**src/verilog/cstsel_pkg.sv**
```systemverilog
// Package: constants and types for the clock start-up timing select block
package cstsel_pkg;

  // Register byte addresses
  localparam logic [7:0]  ADDR_CLKSEL   = 8'h00;
  localparam logic [7:0]  ADDR_TRIM     = 8'h04;
  localparam logic [7:0]  ADDR_STATUS   = 8'h08;

  // Clock select register field positions
  localparam int          CS_SRC_LSB    = 0;
  localparam int          CS_SUT_LSB    = 4;

  // Status register field positions
  localparam int          ST_CLKEN_BIT  = 0;
  localparam int          ST_RSTDLY_BIT = 1;
  localparam int          ST_WAKE_BIT   = 2;
  localparam int          ST_ERR_BIT    = 3;
  localparam int          ST_XTAL_BIT   = 4;
  localparam int          ST_MODE_LSB   = 5;
  localparam int          ST_DIV8_BIT   = 8;

  // Reset values before fuses are copied in (shipped defaults)
  localparam logic [3:0]  SRC_RESET     = 4'h2;
  localparam logic [1:0]  SUT_RESET     = 2'h2;
  localparam logic [7:0]  TRIM_RESET    = 8'h00;

  // Source select codes
  localparam logic [3:0]  SRC_RC8M      = 4'h2;
  localparam logic [3:0]  SRC_OSC128K   = 4'h3;

  // Crystal operating modes on source select bits 3..1
  localparam logic [2:0]  XMODE_0P4_0P9 = 3'h4;
  localparam logic [2:0]  XMODE_0P9_3P0 = 3'h5;
  localparam logic [2:0]  XMODE_3P0_8P0 = 3'h6;
  localparam logic [2:0]  XMODE_8P0_16P = 3'h7;

  // Start-up counts in cycles of the selected source
  localparam logic [14:0] WAKE_INT_CK   = 15'h0006;
  localparam logic [14:0] WAKE_258_CK   = 15'h0102;
  localparam logic [14:0] WAKE_1K_CK    = 15'h0400;
  localparam logic [14:0] RST_CK        = 15'h000e;

  // Reset time-out in watchdog oscillator cycles (4.1 ms)
  localparam logic [14:0] MS4_WDT_CK    = 15'h0200;

  // Millisecond part of the reset delay
  typedef enum logic [1:0] {
    MS_NONE,
    MS_4P1,
    MS_65
  } cstsel_ms_e;

  // Decoded start-up timing
  typedef struct packed {
    logic [14:0] wake;
    cstsel_ms_e  ms;
    logic        err;
  } cstsel_timing_s;

  // Sequencer states
  typedef enum logic [2:0] {
    S_LOAD,
    S_RST_CK,
    S_RST_MS,
    S_RUN,
    S_WAKE
  } cstsel_state_e;

  // APB request from the master
  typedef struct packed {
    logic        psel;
    logic        penable;
    logic        pwrite;
    logic [7:0]  paddr;
    logic [31:0] pwdata;
  } cstsel_apb_req_s;

  // Fuse and factory values
  typedef struct packed {
    logic [3:0]  src;
    logic [1:0]  startup_delay_fuses;
    logic        rst_pin_dis;
    logic        div8;
    logic [7:0]  trim;
  } cstsel_fuse_s;

endpackage : cstsel_pkg

```
**src/verilog/cstsel_top.sv**
```systemverilog
// Clock start-up timing select: fuse copy, trim, reset and wake delays
module cstsel_top
#(
  parameter logic [14:0] MS65_WDT_CK  = 15'h2000,
  parameter logic [14:0] WAKE_16K_CK  = 15'h4000
)
(
  // Clock and reset
  input  wire logic                      clk_in,
  input  wire logic                      nrst_in,
  // Fuses and factory trim
  input  wire cstsel_pkg::cstsel_fuse_s  fuse_in,
  // Oscillator levels and wake request
  input  wire logic                      src_osc_in,
  input  wire logic                      wdt_osc_in,
  input  wire logic                      wake_req_in,
  // APB slave
  input  wire cstsel_pkg::cstsel_apb_req_s apb_in,
  output logic                           pready_out,
  output logic                           pslverr_out,
  output logic [31:0]                    prdata_out,
  // Clock control outputs
  output logic                           core_clk_en_out,
  output logic [7:0]                     rc_trim_out,
  output logic                           rc_div8_out,
  output logic                           xtal_sel_out,
  output logic [2:0]                     xtal_mode_out,
  output logic                           wdt_tick_out,
  output logic                           cfg_err_out
);

  // Module state apart from the reset synchronizer and edge detectors
  typedef struct packed {
    cstsel_pkg::cstsel_state_e st;
    logic [14:0]               cnt;
    logic [14:0]               wake;
    cstsel_pkg::cstsel_ms_e    ms;
    logic [3:0]                src;
    logic [1:0]                startup_delay_fuses;
    logic [7:0]                trim;
    logic [31:0]               rdata;
    logic                      clk_en;
    logic                      err;
  } cstsel_state_s;

  cstsel_state_s r_r;
  cstsel_state_s r_nxt;
  logic          rst_meta_r;
  logic          rst_n;
  logic          src_tick;
  logic          wdt_tick;
  logic          setup;
  logic          access;
  logic          mapped;
  cstsel_pkg::cstsel_timing_s tim;

  // Reset release through two flip-flops
  always_ff @(posedge clk_in or negedge nrst_in)
  begin
    if (!nrst_in)
    begin
      rst_meta_r <= 1'b0;
      rst_n      <= 1'b0;
    end
    else
    begin
      rst_meta_r <= 1'b1;
      rst_n      <= rst_meta_r;
    end
  end

  // Edge detectors for both oscillators
  cstsel_edge u_src_edge (
    .clk_in   (clk_in),
    .rst_n_in (rst_n),
    .level_in (src_osc_in),
    .rise_out (src_tick)
  );

  cstsel_edge u_wdt_edge (
    .clk_in   (clk_in),
    .rst_n_in (rst_n),
    .level_in (wdt_osc_in),
    .rise_out (wdt_tick)
  );

  // Decode start-up timing from source and start-up fields
  function automatic cstsel_pkg::cstsel_timing_s decode(
    input logic [3:0] src,
    input logic [1:0] startup_delay_fuses,
    input logic       rst_dis
  );
    cstsel_pkg::cstsel_timing_s t;
    t.wake = cstsel_pkg::WAKE_INT_CK;
    t.ms   = cstsel_pkg::MS_NONE;
    t.err  = 1'b0;
    if (src[3])
    begin
      case ({src[0], startup_delay_fuses})
        3'h0: begin t.wake = cstsel_pkg::WAKE_258_CK; t.ms = cstsel_pkg::MS_4P1; end
        3'h1: begin t.wake = cstsel_pkg::WAKE_258_CK; t.ms = cstsel_pkg::MS_65; end
        3'h2: begin t.wake = cstsel_pkg::WAKE_1K_CK; t.ms = cstsel_pkg::MS_NONE; end
        3'h3: begin t.wake = cstsel_pkg::WAKE_1K_CK; t.ms = cstsel_pkg::MS_4P1; end
        3'h4: begin t.wake = cstsel_pkg::WAKE_1K_CK; t.ms = cstsel_pkg::MS_65; end
        3'h5: begin t.wake = WAKE_16K_CK; t.ms = cstsel_pkg::MS_NONE; end
        3'h6: begin t.wake = WAKE_16K_CK; t.ms = cstsel_pkg::MS_4P1; end
        default: begin t.wake = WAKE_16K_CK; t.ms = cstsel_pkg::MS_65; end
      endcase
    end
    else
    begin
      // Internal sources: 6 cycles on wake for every code
      t.wake = cstsel_pkg::WAKE_INT_CK;
      case (startup_delay_fuses)
        2'h0: t.ms = cstsel_pkg::MS_NONE;
        2'h1: t.ms = cstsel_pkg::MS_4P1;
        2'h2: t.ms = cstsel_pkg::MS_65;
        default:
        begin
          t.ms  = cstsel_pkg::MS_65;
          t.err = 1'b1;
        end
      endcase
      if (src != cstsel_pkg::SRC_RC8M && src != cstsel_pkg::SRC_OSC128K)
        t.err = 1'b1;
    end
    // No-delay options withdrawn while the reset pin is disabled
    if (rst_dis && t.ms == cstsel_pkg::MS_NONE)
      t.ms = cstsel_pkg::MS_4P1;
    return t;
  endfunction

  // Bus phase decode
  assign setup  = apb_in.psel & ~apb_in.penable;
  assign access = apb_in.psel & apb_in.penable;
  assign mapped = (apb_in.paddr == cstsel_pkg::ADDR_CLKSEL) ||
                  (apb_in.paddr == cstsel_pkg::ADDR_TRIM) ||
                  (apb_in.paddr == cstsel_pkg::ADDR_STATUS);
  assign tim    = decode(r_r.src, r_r.startup_delay_fuses, fuse_in.rst_pin_dis);

  // Next state: sequencer and register file
  always_comb
  begin
    r_nxt = r_r;
    case (r_r.st)
      cstsel_pkg::S_LOAD:
      begin
        r_nxt.src  = fuse_in.src;
        r_nxt.startup_delay_fuses  = fuse_in.startup_delay_fuses;
        r_nxt.trim = fuse_in.trim;
        r_nxt.cnt  = '0;
        r_nxt.st   = cstsel_pkg::S_RST_CK;
      end
      cstsel_pkg::S_RST_CK:
      begin
        if (src_tick)
        begin
          r_nxt.cnt = r_r.cnt + 15'h0001;
          if (r_r.cnt == cstsel_pkg::RST_CK - 15'h0001)
          begin
            r_nxt.cnt = '0;
            r_nxt.ms  = tim.ms;
            r_nxt.err = tim.err;
            if (tim.ms == cstsel_pkg::MS_NONE)
            begin
              r_nxt.st     = cstsel_pkg::S_RUN;
              r_nxt.clk_en = 1'b1;
            end
            else
              r_nxt.st = cstsel_pkg::S_RST_MS;
          end
        end
      end
      cstsel_pkg::S_RST_MS:
      begin
        // Real-time part timed by the watchdog oscillator
        if (wdt_tick)
        begin
          r_nxt.cnt = r_r.cnt + 15'h0001;
          if ((r_r.ms == cstsel_pkg::MS_4P1 &&
               r_r.cnt == cstsel_pkg::MS4_WDT_CK - 15'h0001) ||
              (r_r.ms == cstsel_pkg::MS_65 &&
               r_r.cnt == MS65_WDT_CK - 15'h0001))
          begin
            r_nxt.cnt    = '0;
            r_nxt.st     = cstsel_pkg::S_RUN;
            r_nxt.clk_en = 1'b1;
          end
        end
      end
      cstsel_pkg::S_RUN:
      begin
        if (wake_req_in)
        begin
          r_nxt.st     = cstsel_pkg::S_WAKE;
          r_nxt.clk_en = 1'b0;
          r_nxt.cnt    = '0;
          r_nxt.wake   = tim.wake;
          r_nxt.err    = tim.err;
        end
      end
      cstsel_pkg::S_WAKE:
      begin
        // Counted on edges of the selected source only
        if (src_tick)
        begin
          r_nxt.cnt = r_r.cnt + 15'h0001;
          if (r_r.cnt == r_r.wake - 15'h0001)
          begin
            r_nxt.cnt    = '0;
            r_nxt.st     = cstsel_pkg::S_RUN;
            r_nxt.clk_en = 1'b1;
          end
        end
      end
      default:
      begin
        r_nxt.st     = cstsel_pkg::S_LOAD;
        r_nxt.clk_en = 1'b0;
      end
    endcase

    // Register writes take effect in the access phase
    if (access && apb_in.pwrite && r_r.st != cstsel_pkg::S_LOAD)
    begin
      if (apb_in.paddr == cstsel_pkg::ADDR_CLKSEL)
      begin
        r_nxt.src = apb_in.pwdata[cstsel_pkg::CS_SRC_LSB +: 4];
        r_nxt.startup_delay_fuses = apb_in.pwdata[cstsel_pkg::CS_SUT_LSB +: 2];
      end
      if (apb_in.paddr == cstsel_pkg::ADDR_TRIM)
        r_nxt.trim = apb_in.pwdata[7:0];
    end

    // Read data captured in the setup phase
    if (setup)
    begin
      r_nxt.rdata = '0;
      case (apb_in.paddr)
        cstsel_pkg::ADDR_CLKSEL:
        begin
          r_nxt.rdata[cstsel_pkg::CS_SRC_LSB +: 4] = r_r.src;
          r_nxt.rdata[cstsel_pkg::CS_SUT_LSB +: 2] = r_r.startup_delay_fuses;
        end
        cstsel_pkg::ADDR_TRIM:
          r_nxt.rdata[7:0] = r_r.trim;
        cstsel_pkg::ADDR_STATUS:
        begin
          r_nxt.rdata[cstsel_pkg::ST_CLKEN_BIT]  = r_r.clk_en;
          r_nxt.rdata[cstsel_pkg::ST_RSTDLY_BIT] =
            (r_r.st == cstsel_pkg::S_RST_CK) ||
            (r_r.st == cstsel_pkg::S_RST_MS);
          r_nxt.rdata[cstsel_pkg::ST_WAKE_BIT]   =
            (r_r.st == cstsel_pkg::S_WAKE);
          r_nxt.rdata[cstsel_pkg::ST_ERR_BIT]    = r_r.err;
          r_nxt.rdata[cstsel_pkg::ST_XTAL_BIT]   = r_r.src[3];
          r_nxt.rdata[cstsel_pkg::ST_MODE_LSB +: 3] = r_r.src[3:1];
          r_nxt.rdata[cstsel_pkg::ST_DIV8_BIT]   = rc_div8_out;
        end
        default: r_nxt.rdata = '0;
      endcase
    end
  end

  // State register
  always_ff @(posedge clk_in or negedge rst_n)
  begin
    if (!rst_n)
    begin
      r_r        <= '0;
      r_r.st     <= cstsel_pkg::S_LOAD;
      r_r.ms     <= cstsel_pkg::MS_NONE;
      r_r.src    <= cstsel_pkg::SRC_RESET;
      r_r.startup_delay_fuses    <= cstsel_pkg::SUT_RESET;
      r_r.trim   <= cstsel_pkg::TRIM_RESET;
    end
    else
      r_r <= r_nxt;
  end

  // Outputs
  assign pready_out      = 1'b1;
  assign pslverr_out     = access & ~mapped;
  assign prdata_out      = r_r.rdata;
  assign core_clk_en_out = r_r.clk_en;
  assign rc_trim_out     = r_r.trim;
  assign rc_div8_out     = fuse_in.div8 & (r_r.src == cstsel_pkg::SRC_RC8M);
  assign xtal_sel_out    = r_r.src[3];
  assign xtal_mode_out   = r_r.src[3:1];
  assign wdt_tick_out    = wdt_tick;
  assign cfg_err_out     = r_r.err;
endmodule // cstsel_top

```
**src/verilog/cstsel_edge.sv**
```systemverilog
// Rising edge detector for an oscillator level sampled on the system clock
module cstsel_edge
(
  // Clock and reset
  input  wire logic clk_in,
  input  wire logic rst_n_in,
  // Oscillator level and its edge
  input  wire logic level_in,
  output logic      rise_out
);

  logic prev_r;

  // Previous sample of the level
  always_ff @(posedge clk_in or negedge rst_n_in)
  begin
    if (!rst_n_in)
      prev_r <= 1'b0;
    else
      prev_r <= level_in;
  end

  // One-cycle pulse on each rising edge
  assign rise_out = level_in & ~prev_r;

endmodule // cstsel_edge

```
**config.mk**
```make
export PLATFORM = sky130hd
export DESIGN_NAME = cstsel_top
export DESIGN_NICKNAME = d
export VERILOG_FILES = /design/src/verilog/cstsel_pkg.sv /design/src/verilog/cstsel_top.sv /design/src/verilog/cstsel_edge.sv
export SDC_FILE = /design/constraint.sdc
export NUM_CORES = 1
export LEC_CHECK = 0
export BUFFER_PORTS_ARGS = -buffer_cell sky130_fd_sc_hd__buf_2
export CORE_MARGIN = 2
export CORE_UTILIZATION = 35
export CTS_BUF_LIST = sky130_fd_sc_hd__clkbuf_8
export DETAILED_ROUTE_END_ITERATION = 8
export GPL_TIMING_DRIVEN = 1
export SLEW_MARGIN = 30
export SYNTH_ARGS = -nofsm -noshare
export SYNTH_HDL_FRONTEND = slang
export SYNTH_SLANG_ARGS = --single-unit
```
**constraint.sdc**
```tcl
create_clock -name clk_in -period 2 [get_ports clk_in]
set_input_delay 0.2 -clock clk_in [delete_from_list [all_inputs] [get_ports clk_in]]
set_output_delay 0.2 -clock clk_in [all_outputs]
set_load 0.1 [all_outputs]
```
== After elaboration in Yosys (flattened, before gate mapping) ==
Cells that the tools add are included.

* Flip-flop bits (word level): 64
* Word-level logic and storage cells: 118
* Input bits: 64
* Output and inout port bits: 50

* Reduce and logical (&&, ||, !) cells: 26
* Multiplexer cells: 34
* Bitwise operators: 11
* Equality and inequality tests: 31
* Add/sub/neg operators: 2

{| class="wikitable"
|+ Operators with widths
! cell !! count
|-
| 17-bit one-hot mux with 7 select lines || 1
|-
| 18-bit two-way mux || 6
|-
| 15-bit one-hot mux with 5 select lines || 1
|-
| 33-bit two-way mux || 1
|-
| 14-bit two-way mux || 2
|-
| 6-bit one-hot mux with 3 select lines || 1
|-
| 17-bit two-way mux || 1
|-
| 2-bit inequality test, second input constant || 8
|-
| 15-bit by 1-bit adder with 15-bit output, second input constant || 1
|-
| 15-bit by 13-bit == test with 1-bit output, second input constant || 1
|-
| 15-bit == test || 1
|-
| 15-bit by 4-bit == test with 1-bit output, second input constant || 1
|-
| 15-bit by 9-bit == test with 1-bit output, second input constant || 1
|-
| 3-bit one-hot mux with 5 select lines || 1
|-
| 15-bit by 1-bit subtractor with 15-bit output, second input constant || 1
|-
| 3-bit by 2-bit == test with 1-bit output, second input constant || 4
|-
| 3-bit == test, second input constant || 4
|-
| 1-bit two-way mux || 10
|-
| 9-bit AND reduction || 1
|-
| 8-bit by 3-bit == test with 1-bit output, second input constant || 1
|-
| 8-bit by 4-bit == test with 1-bit output, second input constant || 1
|-
| 8-bit zero test || 1
|-
| 2-bit two-way mux || 4
|-
| 8-bit two-way mux || 1
|-
| other kinds (24) || 49
|}

== Depth between registers and ports, before layout ==
Gate-level depths: netlist of run 1.

* Depth in word-level cells: 11
* Gate-level depth with buffers: 8
* Gate-level depth less buffers: 8

== Modules after synthesis ==
Synthesis of run 1 repeated with hierarchy kept, for this count alone.

* Cell total of the unflattened synthesis: 395
* Area, all modules: 3570.9 µm²

{| class="wikitable"
|+ By module, submodules not included
! module !! area an instance (µm²) !! seq. area each (µm²) !! cells each !! instances
|-
| cstsel_top || 3493.4 || 1303.8 || 391 || 1
|-
| cstsel_edge || 38.8 || 25.0 || 2 || 2
|}

== Least setup slack after synthesis of run 1 ==
Ideal clock, no wire load.

* Path type: reg2reg
* From: reg r_r[51] (netlist name)
* To: reg r_r[80] (netlist name)
* Data required time: 1872 ps
* Setup slack: -515 ps
* Buffers on the path: 0
* Library setup time: 128 ps
* Arrival: 2387 ps
* Stages on the path, launching flop included: 9
* Period minus slack after synthesis: 2515 ps
* Cell sequence: dfrtp_1 > inv_1 > ha_1 > nor3b_1 > or4_4 > a2111oi_4 > a21oi_2 > nor3b_4 > mux2_1

* Longest elaborated chain between the ends: 4

{| class="wikitable"
|+ RTL lines
! element !! RTL line !! RTL
|-
| from (decl) || cstsel_top.sv:46 || <nowiki>cstsel_state_s r_r;</nowiki>
|-
| from (signal assigned) || cstsel_top.sv:278 || <nowiki>r_r <= r_nxt;</nowiki>
|-
| 15-bit by 1-bit subtractor with 15-bit output || cstsel_top.sv:208 || <nowiki>if (r_r.cnt == r_r.wake - 15'h0001)</nowiki>
|-
| 15-bit == test || cstsel_top.sv:208 ||
|-
| 2-bit inequality test (no source line) || - ||
|-
| 7-bit AND reduction (no source line) || - ||
|}

Every way passes these cells.
A chain may end at the register's enable or synchronous reset.

== Worst setup path after layout of run 1 ==
* From: reg r_r[52] (netlist name)
* To: reg r_r[80] (netlist name)

Same word-level chain as after synthesis.

==> results of run 1 <==
==> cells in the mapped netlist (all sizes together) (3+ instances only) <==
cell type and count:
dfrtp 52, buf 50, nand2 49, nor2 32, a21oi 30, o21ai 23, mux2i 18, clkbuf 16
nor3 12, nand3 11, inv 9, nor2b 9, xnor2 9, a22o 8, nand2b 6, nand4 6
nor4 5, o31ai 5, ha 4, nor3b 4, o221ai 4, or3 4, a2111oi 3, and3 3
mux2 3, o211ai 3, o22ai 3
==> critical path: cells and delay by family, from the launching register on <==
| kind | cells | cell delay (ps) |
|---|---|---|
| fa+ha+maj | 1 | 150 |
| compound gates | 2 | 560 |
| flops | 1 | 370 |
| buf+inv | 1 | 50 |
| mux | 1 | 310 |
| simple gates | 3 | 820 |
==> stage by stage <==
step / utilization / TNS (ps) / hold WS [ps]
floorplan: - / -3830 / -95.6
global placement: 0.415 / -4540 / -15.1
detailed placement: 0.415 / -5650 / -11.9
CTS: 0.440 / -4370 / 11.0
global route: 0.446 / -6430 / 3.78
finish: 0.446 / -4620 / 14.3
==> cells by family after synthesis <==
group | count (synthesis)
compound gates | 96
xor+xnor | 11
fa+ha+maj | 5
buf+inv | 75
flops | 54
mux | 21
other cells | 2
simple gates | 152
==> metal layers <==
| layer | GRT usage | up-vias | routed length (um) |
|---|---|---|---|
| li1 | - | 1584 | - |
| met1 | 0.219 | 1491 | 4070 |
| met2 | 0.265 | 74 | 4200 |
| met3 | 0.0266 | 13 | 365 |
| met4 | 0.0543 | 0 | 133 |
| met5 | 0 | - | 0 |
==> cells in the final DEF (no fill, tap or decap), drive strengths merged, types with 4 or more instances in the layout <==
master / instances
buf: 122
dfrtp: 52
nand2: 49
nor2: 32
a21oi: 30
conb: 25
o21ai: 23
mux2i: 18
nor3: 12
nand3: 11
inv: 10
nor2b: 9
xnor2: 9
a22o: 8
nand4: 6
nand2b: 6
clkbuf: 6
nor4: 5
o31ai: 5
or3: 4
o221ai: 4
nor3b: 4
ha: 4
==> layout make-up <==
type	count	area, um^2	share of cell area
inverters	9	33.8	0.00746
well taps	136	170	0.0376
clock inverters	3	41.3	0.00912
clock buffers	5	68.8	0.0152
multi-input cells	310	2040	0.450
repair buffers	125	820	0.181
flip-flops and latches	54	1360	0.300
==> final timing paths <==
check / cells past startpoint / to / slack, ps / startpoint
max: 8 / r_r[80] / -360 / r_r[52]
min: 1 / u_wdt_edge.prev_r / 10 / wdt_osc_in
max reg2reg: 8 / r_r[80] / -360 / r_r[52]
min reg2reg: 1 / rc_trim_out[3] / 260 / rst_n
max in group asynchronous: 1 / r_r[43] / 1470 / rst_n
min in group asynchronous: 2 / rst_n / 190 / nrst_in
==> power breakdown <==
part | switching [mW] | total [mW] | internal [mW]
combinational | 2.27 | 3.26 | 0.986
sequential | 0.249 | 1.57 | 1.32
clock | 0.372 | 0.741 | 0.369
total | 2.90 | 5.57 | 2.67
==> registers in the layout (all words and copies together), names as in the netlist <==
register,cells
u_wdt_edge.prev_r,1
rst_n,1
u_src_edge.prev_r,1
prdata_out,9
rst_meta_r,1
rc_trim_out,8
cfg_err_out,1
r_r,28
xtal_mode_out,3
core_clk_en_out,1
==> repair_timing <==
action / 4_1_cts / 5_1_grt
resized for setup: 28 / 9
pin swaps: 12 / 1
hold endpoints to repair: 3 / 0
hold buffers: 2 / 0
setup endpoints to repair: 22 / 30
setup buffers: 3 / 4
==> metrics, run 1 <==
worst-margin pin slew 606 ps; fin. max-slew vios 0; dpl ws -359 ps; status finished, violations left; CP Cell Sequence inv_2, ha_4, nor3b_4, or4_4, a2111oi_4, a21oi_4, nor3b_4, mux2_4; Yosys Warn Count 0; Worst IR Drop VDD 1220 uV; Leak Pwr 2.09 nW; clock tree buffer depth 2; clk_skew 6.10 ps; Final ANT Viol Nets 0; layout filler cell count 996; Post-Synth Simple-Gate Area 0.213; row count 37; failing checks negative setup slack; total number of vias 3162; top post-synthesis cells by area dfrtp_1 (36%), buf_4 (9.2%), nand2_1 (5.1%), mux2i_1 (5.0%), a21oi_1 (4.0%); GRT Total Usage 0.163; Synth Flop Type dfrtp_1; post-synthesis xor/xnor area fraction 0.0268; IO Count 114; PD cells 1230 nW/um^2; Mapped Avg Cell Area 8.65 um^2; Compound-Gate Fraction of Synth Area 0.178; Async S/R FF share, synth 1.00; largest net degree at the start of global routing 53; clock-pin slew on the worst setup and hold paths 100 ps; RSZ-0062 raised after global routing yes; Final Setup Violations 19; Crit-path slowest cell or4_4; routed len/inst 13.7 um; sequential share of the synthesized area 0.376; vias in the first global route 3055; Worst Setup Start Kind flop; Inst Count DP 627; CTS H-tree lvls 2; die width 105 um; die area 11100 um^2; crit-path most repeated cell nor3b_4; worst-path fanout max 5; post-route cell area 4530 um^2; DRT Pass-1 Iters 4; CP required 2210 ps; DP Area 4210 um^2; top-area cell type share of the netlist area 0.362; nets 573; GPL Wtd Cong 0.864; Synth Instances 416; Fmax 423 MHz; Crit Path Category reg2reg; Final Worst Setup Slack -364 ps; Ant. Diodes 0; mapped cell area 3600 um^2; vias per cell 4.93; DRC violations left 0; non-filler cells, final 642; DIE HEIGHT 105 um; Post-synth EDFFs 0; core area 10100 um^2; final WL 8770 um; post-route minimum period 2360 ps; clk_lat worst skew 310 ps; synth unique cells 62; layout cells sized above 1 0.346; GRT overflow 0; CTS tree yes; main combinational cell family by area after synthesis simple AND/OR/NAND/NOR gates; endpoint type of the worst setup path flop; CP arrival 2570 ps; Synth Area in Adders 0.0167; Starting DRT DRC Count 134; max_slew headroom 0.594; final hold violations 0; #FFs+latches synth 54; Final period util 1.18; Starting Density 0.355; Port Buffers 65; slowest cell delay on critical path 440 ps; Hold WC Path Type in2reg; HPWL after DPL 6580 um; initial antenna violation count 0; Syn-to-layout area delta 25.8%; Max Cap Violations 0; first-pass GRT wire length 14800 um; Yosys top cell by area dfrtp_1; Final Power 5.57 mW; cts bufs inserted 5; CTS Root Cell clkbuf_8; post-synthesis mux area share 0.0595; CTS Sinks 54
Power figures use the tool's default switching activity.
==> inputs of run 2 (changes only) <==
GPL_ROUTABILITY_DRIVEN = 0   (was not set)
MAX_ROUTING_LAYER = met4   (was not set)
==> metrics, run 2 (synthesis gave the netlist of run 1 again) <==
setup TNS -4610 ps; Starting DRT DRC Count 118; worst-margin pin slew 603 ps; DRT Pass-1 Iters 4; non-filler cells, final 642; Starting Density 0.355; commonest non-fill, non-tap cell in the layout buf_2; die area 11100 um^2; routed len/inst 13.6 um; final WL 8760 um; layout cells sized above 1 0.346; fin. max-slew vios 0; GRT overflow 0; CTS Root Cell clkbuf_8; row count 37; dpl ws -359 ps; CTS H-tree lvls 2; crit-path most repeated cell nor3b_4; first-pass GRT wire length 14800 um; final hold violations 0; Crit Path Category reg2reg; CP required 2210 ps; failing checks negative setup slack; Worst IR Drop VDD 1230 uV; largest net degree at the start of global routing 53; total number of vias 3180; Inst Count DP 627; CP top delay family simple AND/OR/NAND/NOR gates; clk_skew 8.33 ps; IO Count 114; Leak Pwr 2.09 nW; RSZ-0062 raised after global routing yes; slowest cell delay on critical path 440 ps; nets 573; Max Cap Violations 0; Port Buffers 65; DIE HEIGHT 105 um; die width 105 um; CTS Sinks 54; CTS tree yes; CP arrival 2570 ps; PD cells 1230 nW/um^2; Crit-path slowest cell or4_4; core area 10100 um^2; Final ANT Viol Nets 0; clock-pin slew on the worst setup and hold paths 100 ps; Final Worst Setup Slack -363 ps; CP Cell Sequence inv_2, ha_4, nor3b_4, or4_4, a2111oi_4, a21oi_4, nor3b_4, mux2_4; DRC violations left 0; GRT Total Usage 0.167; cts bufs inserted 5; endpoint type of the worst setup path flop; clock tree buffer depth 2; vias in the first global route 3059; max_slew headroom 0.596; Hold WC Path Type in2reg; post-route cell area 4530 um^2; max reg flops 28; post-route minimum period 2360 ps; Worst Setup Start Kind flop; status finished, violations left; Ant. Diodes 0; Final Setup Violations 19; Syn-to-layout area delta 25.8%; worst-path fanout max 5; vias per cell 4.95; Reg with most FFs r_r; Worst Path Buf+Inv 1; commonest non-fill, non-tap cells in the layout buf_2 (64), buf_4 (53), dfrtp_1 (50); HPWL after DPL 6580 um; Fmax 423 MHz; initial antenna violation count 0; Final Power 5.57 mW; Final period util 1.18; DP Area 4210 um^2; clk_lat worst skew 310 ps
run 2: stage by stage:
| stage | hold WS [ps] | util |
|---|---|---|
| detailed placement | -11.9 | 0.415 |
| CTS | 11.0 | 0.440 |
| global placement | -15.1 | 0.415 |
| global route | 3.77 | 0.446 |
| finish | 15.2 | 0.446 |
| floorplan | -95.6 | - |
run 2: path summary, 6_finish.rpt:
path | start | end | slack (ps) | cells after the start
min in group asynchronous | nrst_in | rst_n | 190 | 2
min | wdt_osc_in | u_wdt_edge.prev_r | 20 | 1
min reg2reg | rst_n | rc_trim_out[3] | 250 | 1
max | r_r[52] | r_r[80] | -360 | 8
max in group asynchronous | rst_n | r_r[43] | 1470 | 1
max reg2reg | r_r[52] | r_r[80] | -360 | 8
run 2: worst reg2reg max path, cell delays in order, from the launching register on:
cell	delay (ps)
dfrtp_1	370
inv_2	50
ha_4	150
nor3b_4	150
or4_4	440
a2111oi_4	400
a21oi_4	170
nor3b_4	230
mux2_4	310
run 2: what timing repair did:
action	4_1_cts	5_1_grt
hold buffers	2	0
setup endpoints to repair	22	30
gates resized for setup	28	9
endpoints found under the hold margin	3	0
pin swaps	12	1
buffers inserted	3	4
run 2: routing by layer:
layer | GRT usage | up-vias | routed length [um]
li1 | - | 1584 | -
met1 | 0.222 | 1511 | 4060
met2 | 0.265 | 77 | 4280
met3 | 0.0223 | 8 | 320
met4 | 0.0543 | 0 | 102
met5 | - | - | 0
run 2: area by class of cell:
cell class | instances | area [um^2]
clock inverters | 3 | 41.3
well taps | 136 | 170
clock buffers | 5 | 68.8
fillers | 996 | 5610
multi-input cells | 310 | 2040
flip-flops and latches | 54 | 1360
inverters | 9 | 33.8
repair buffers | 125 | 820
run 2: where the power goes:
group	internal [mW]	switching, mW
sequential	1.32	0.250
combinational	0.986	2.28
clock	0.369	0.367
total	2.67	2.89
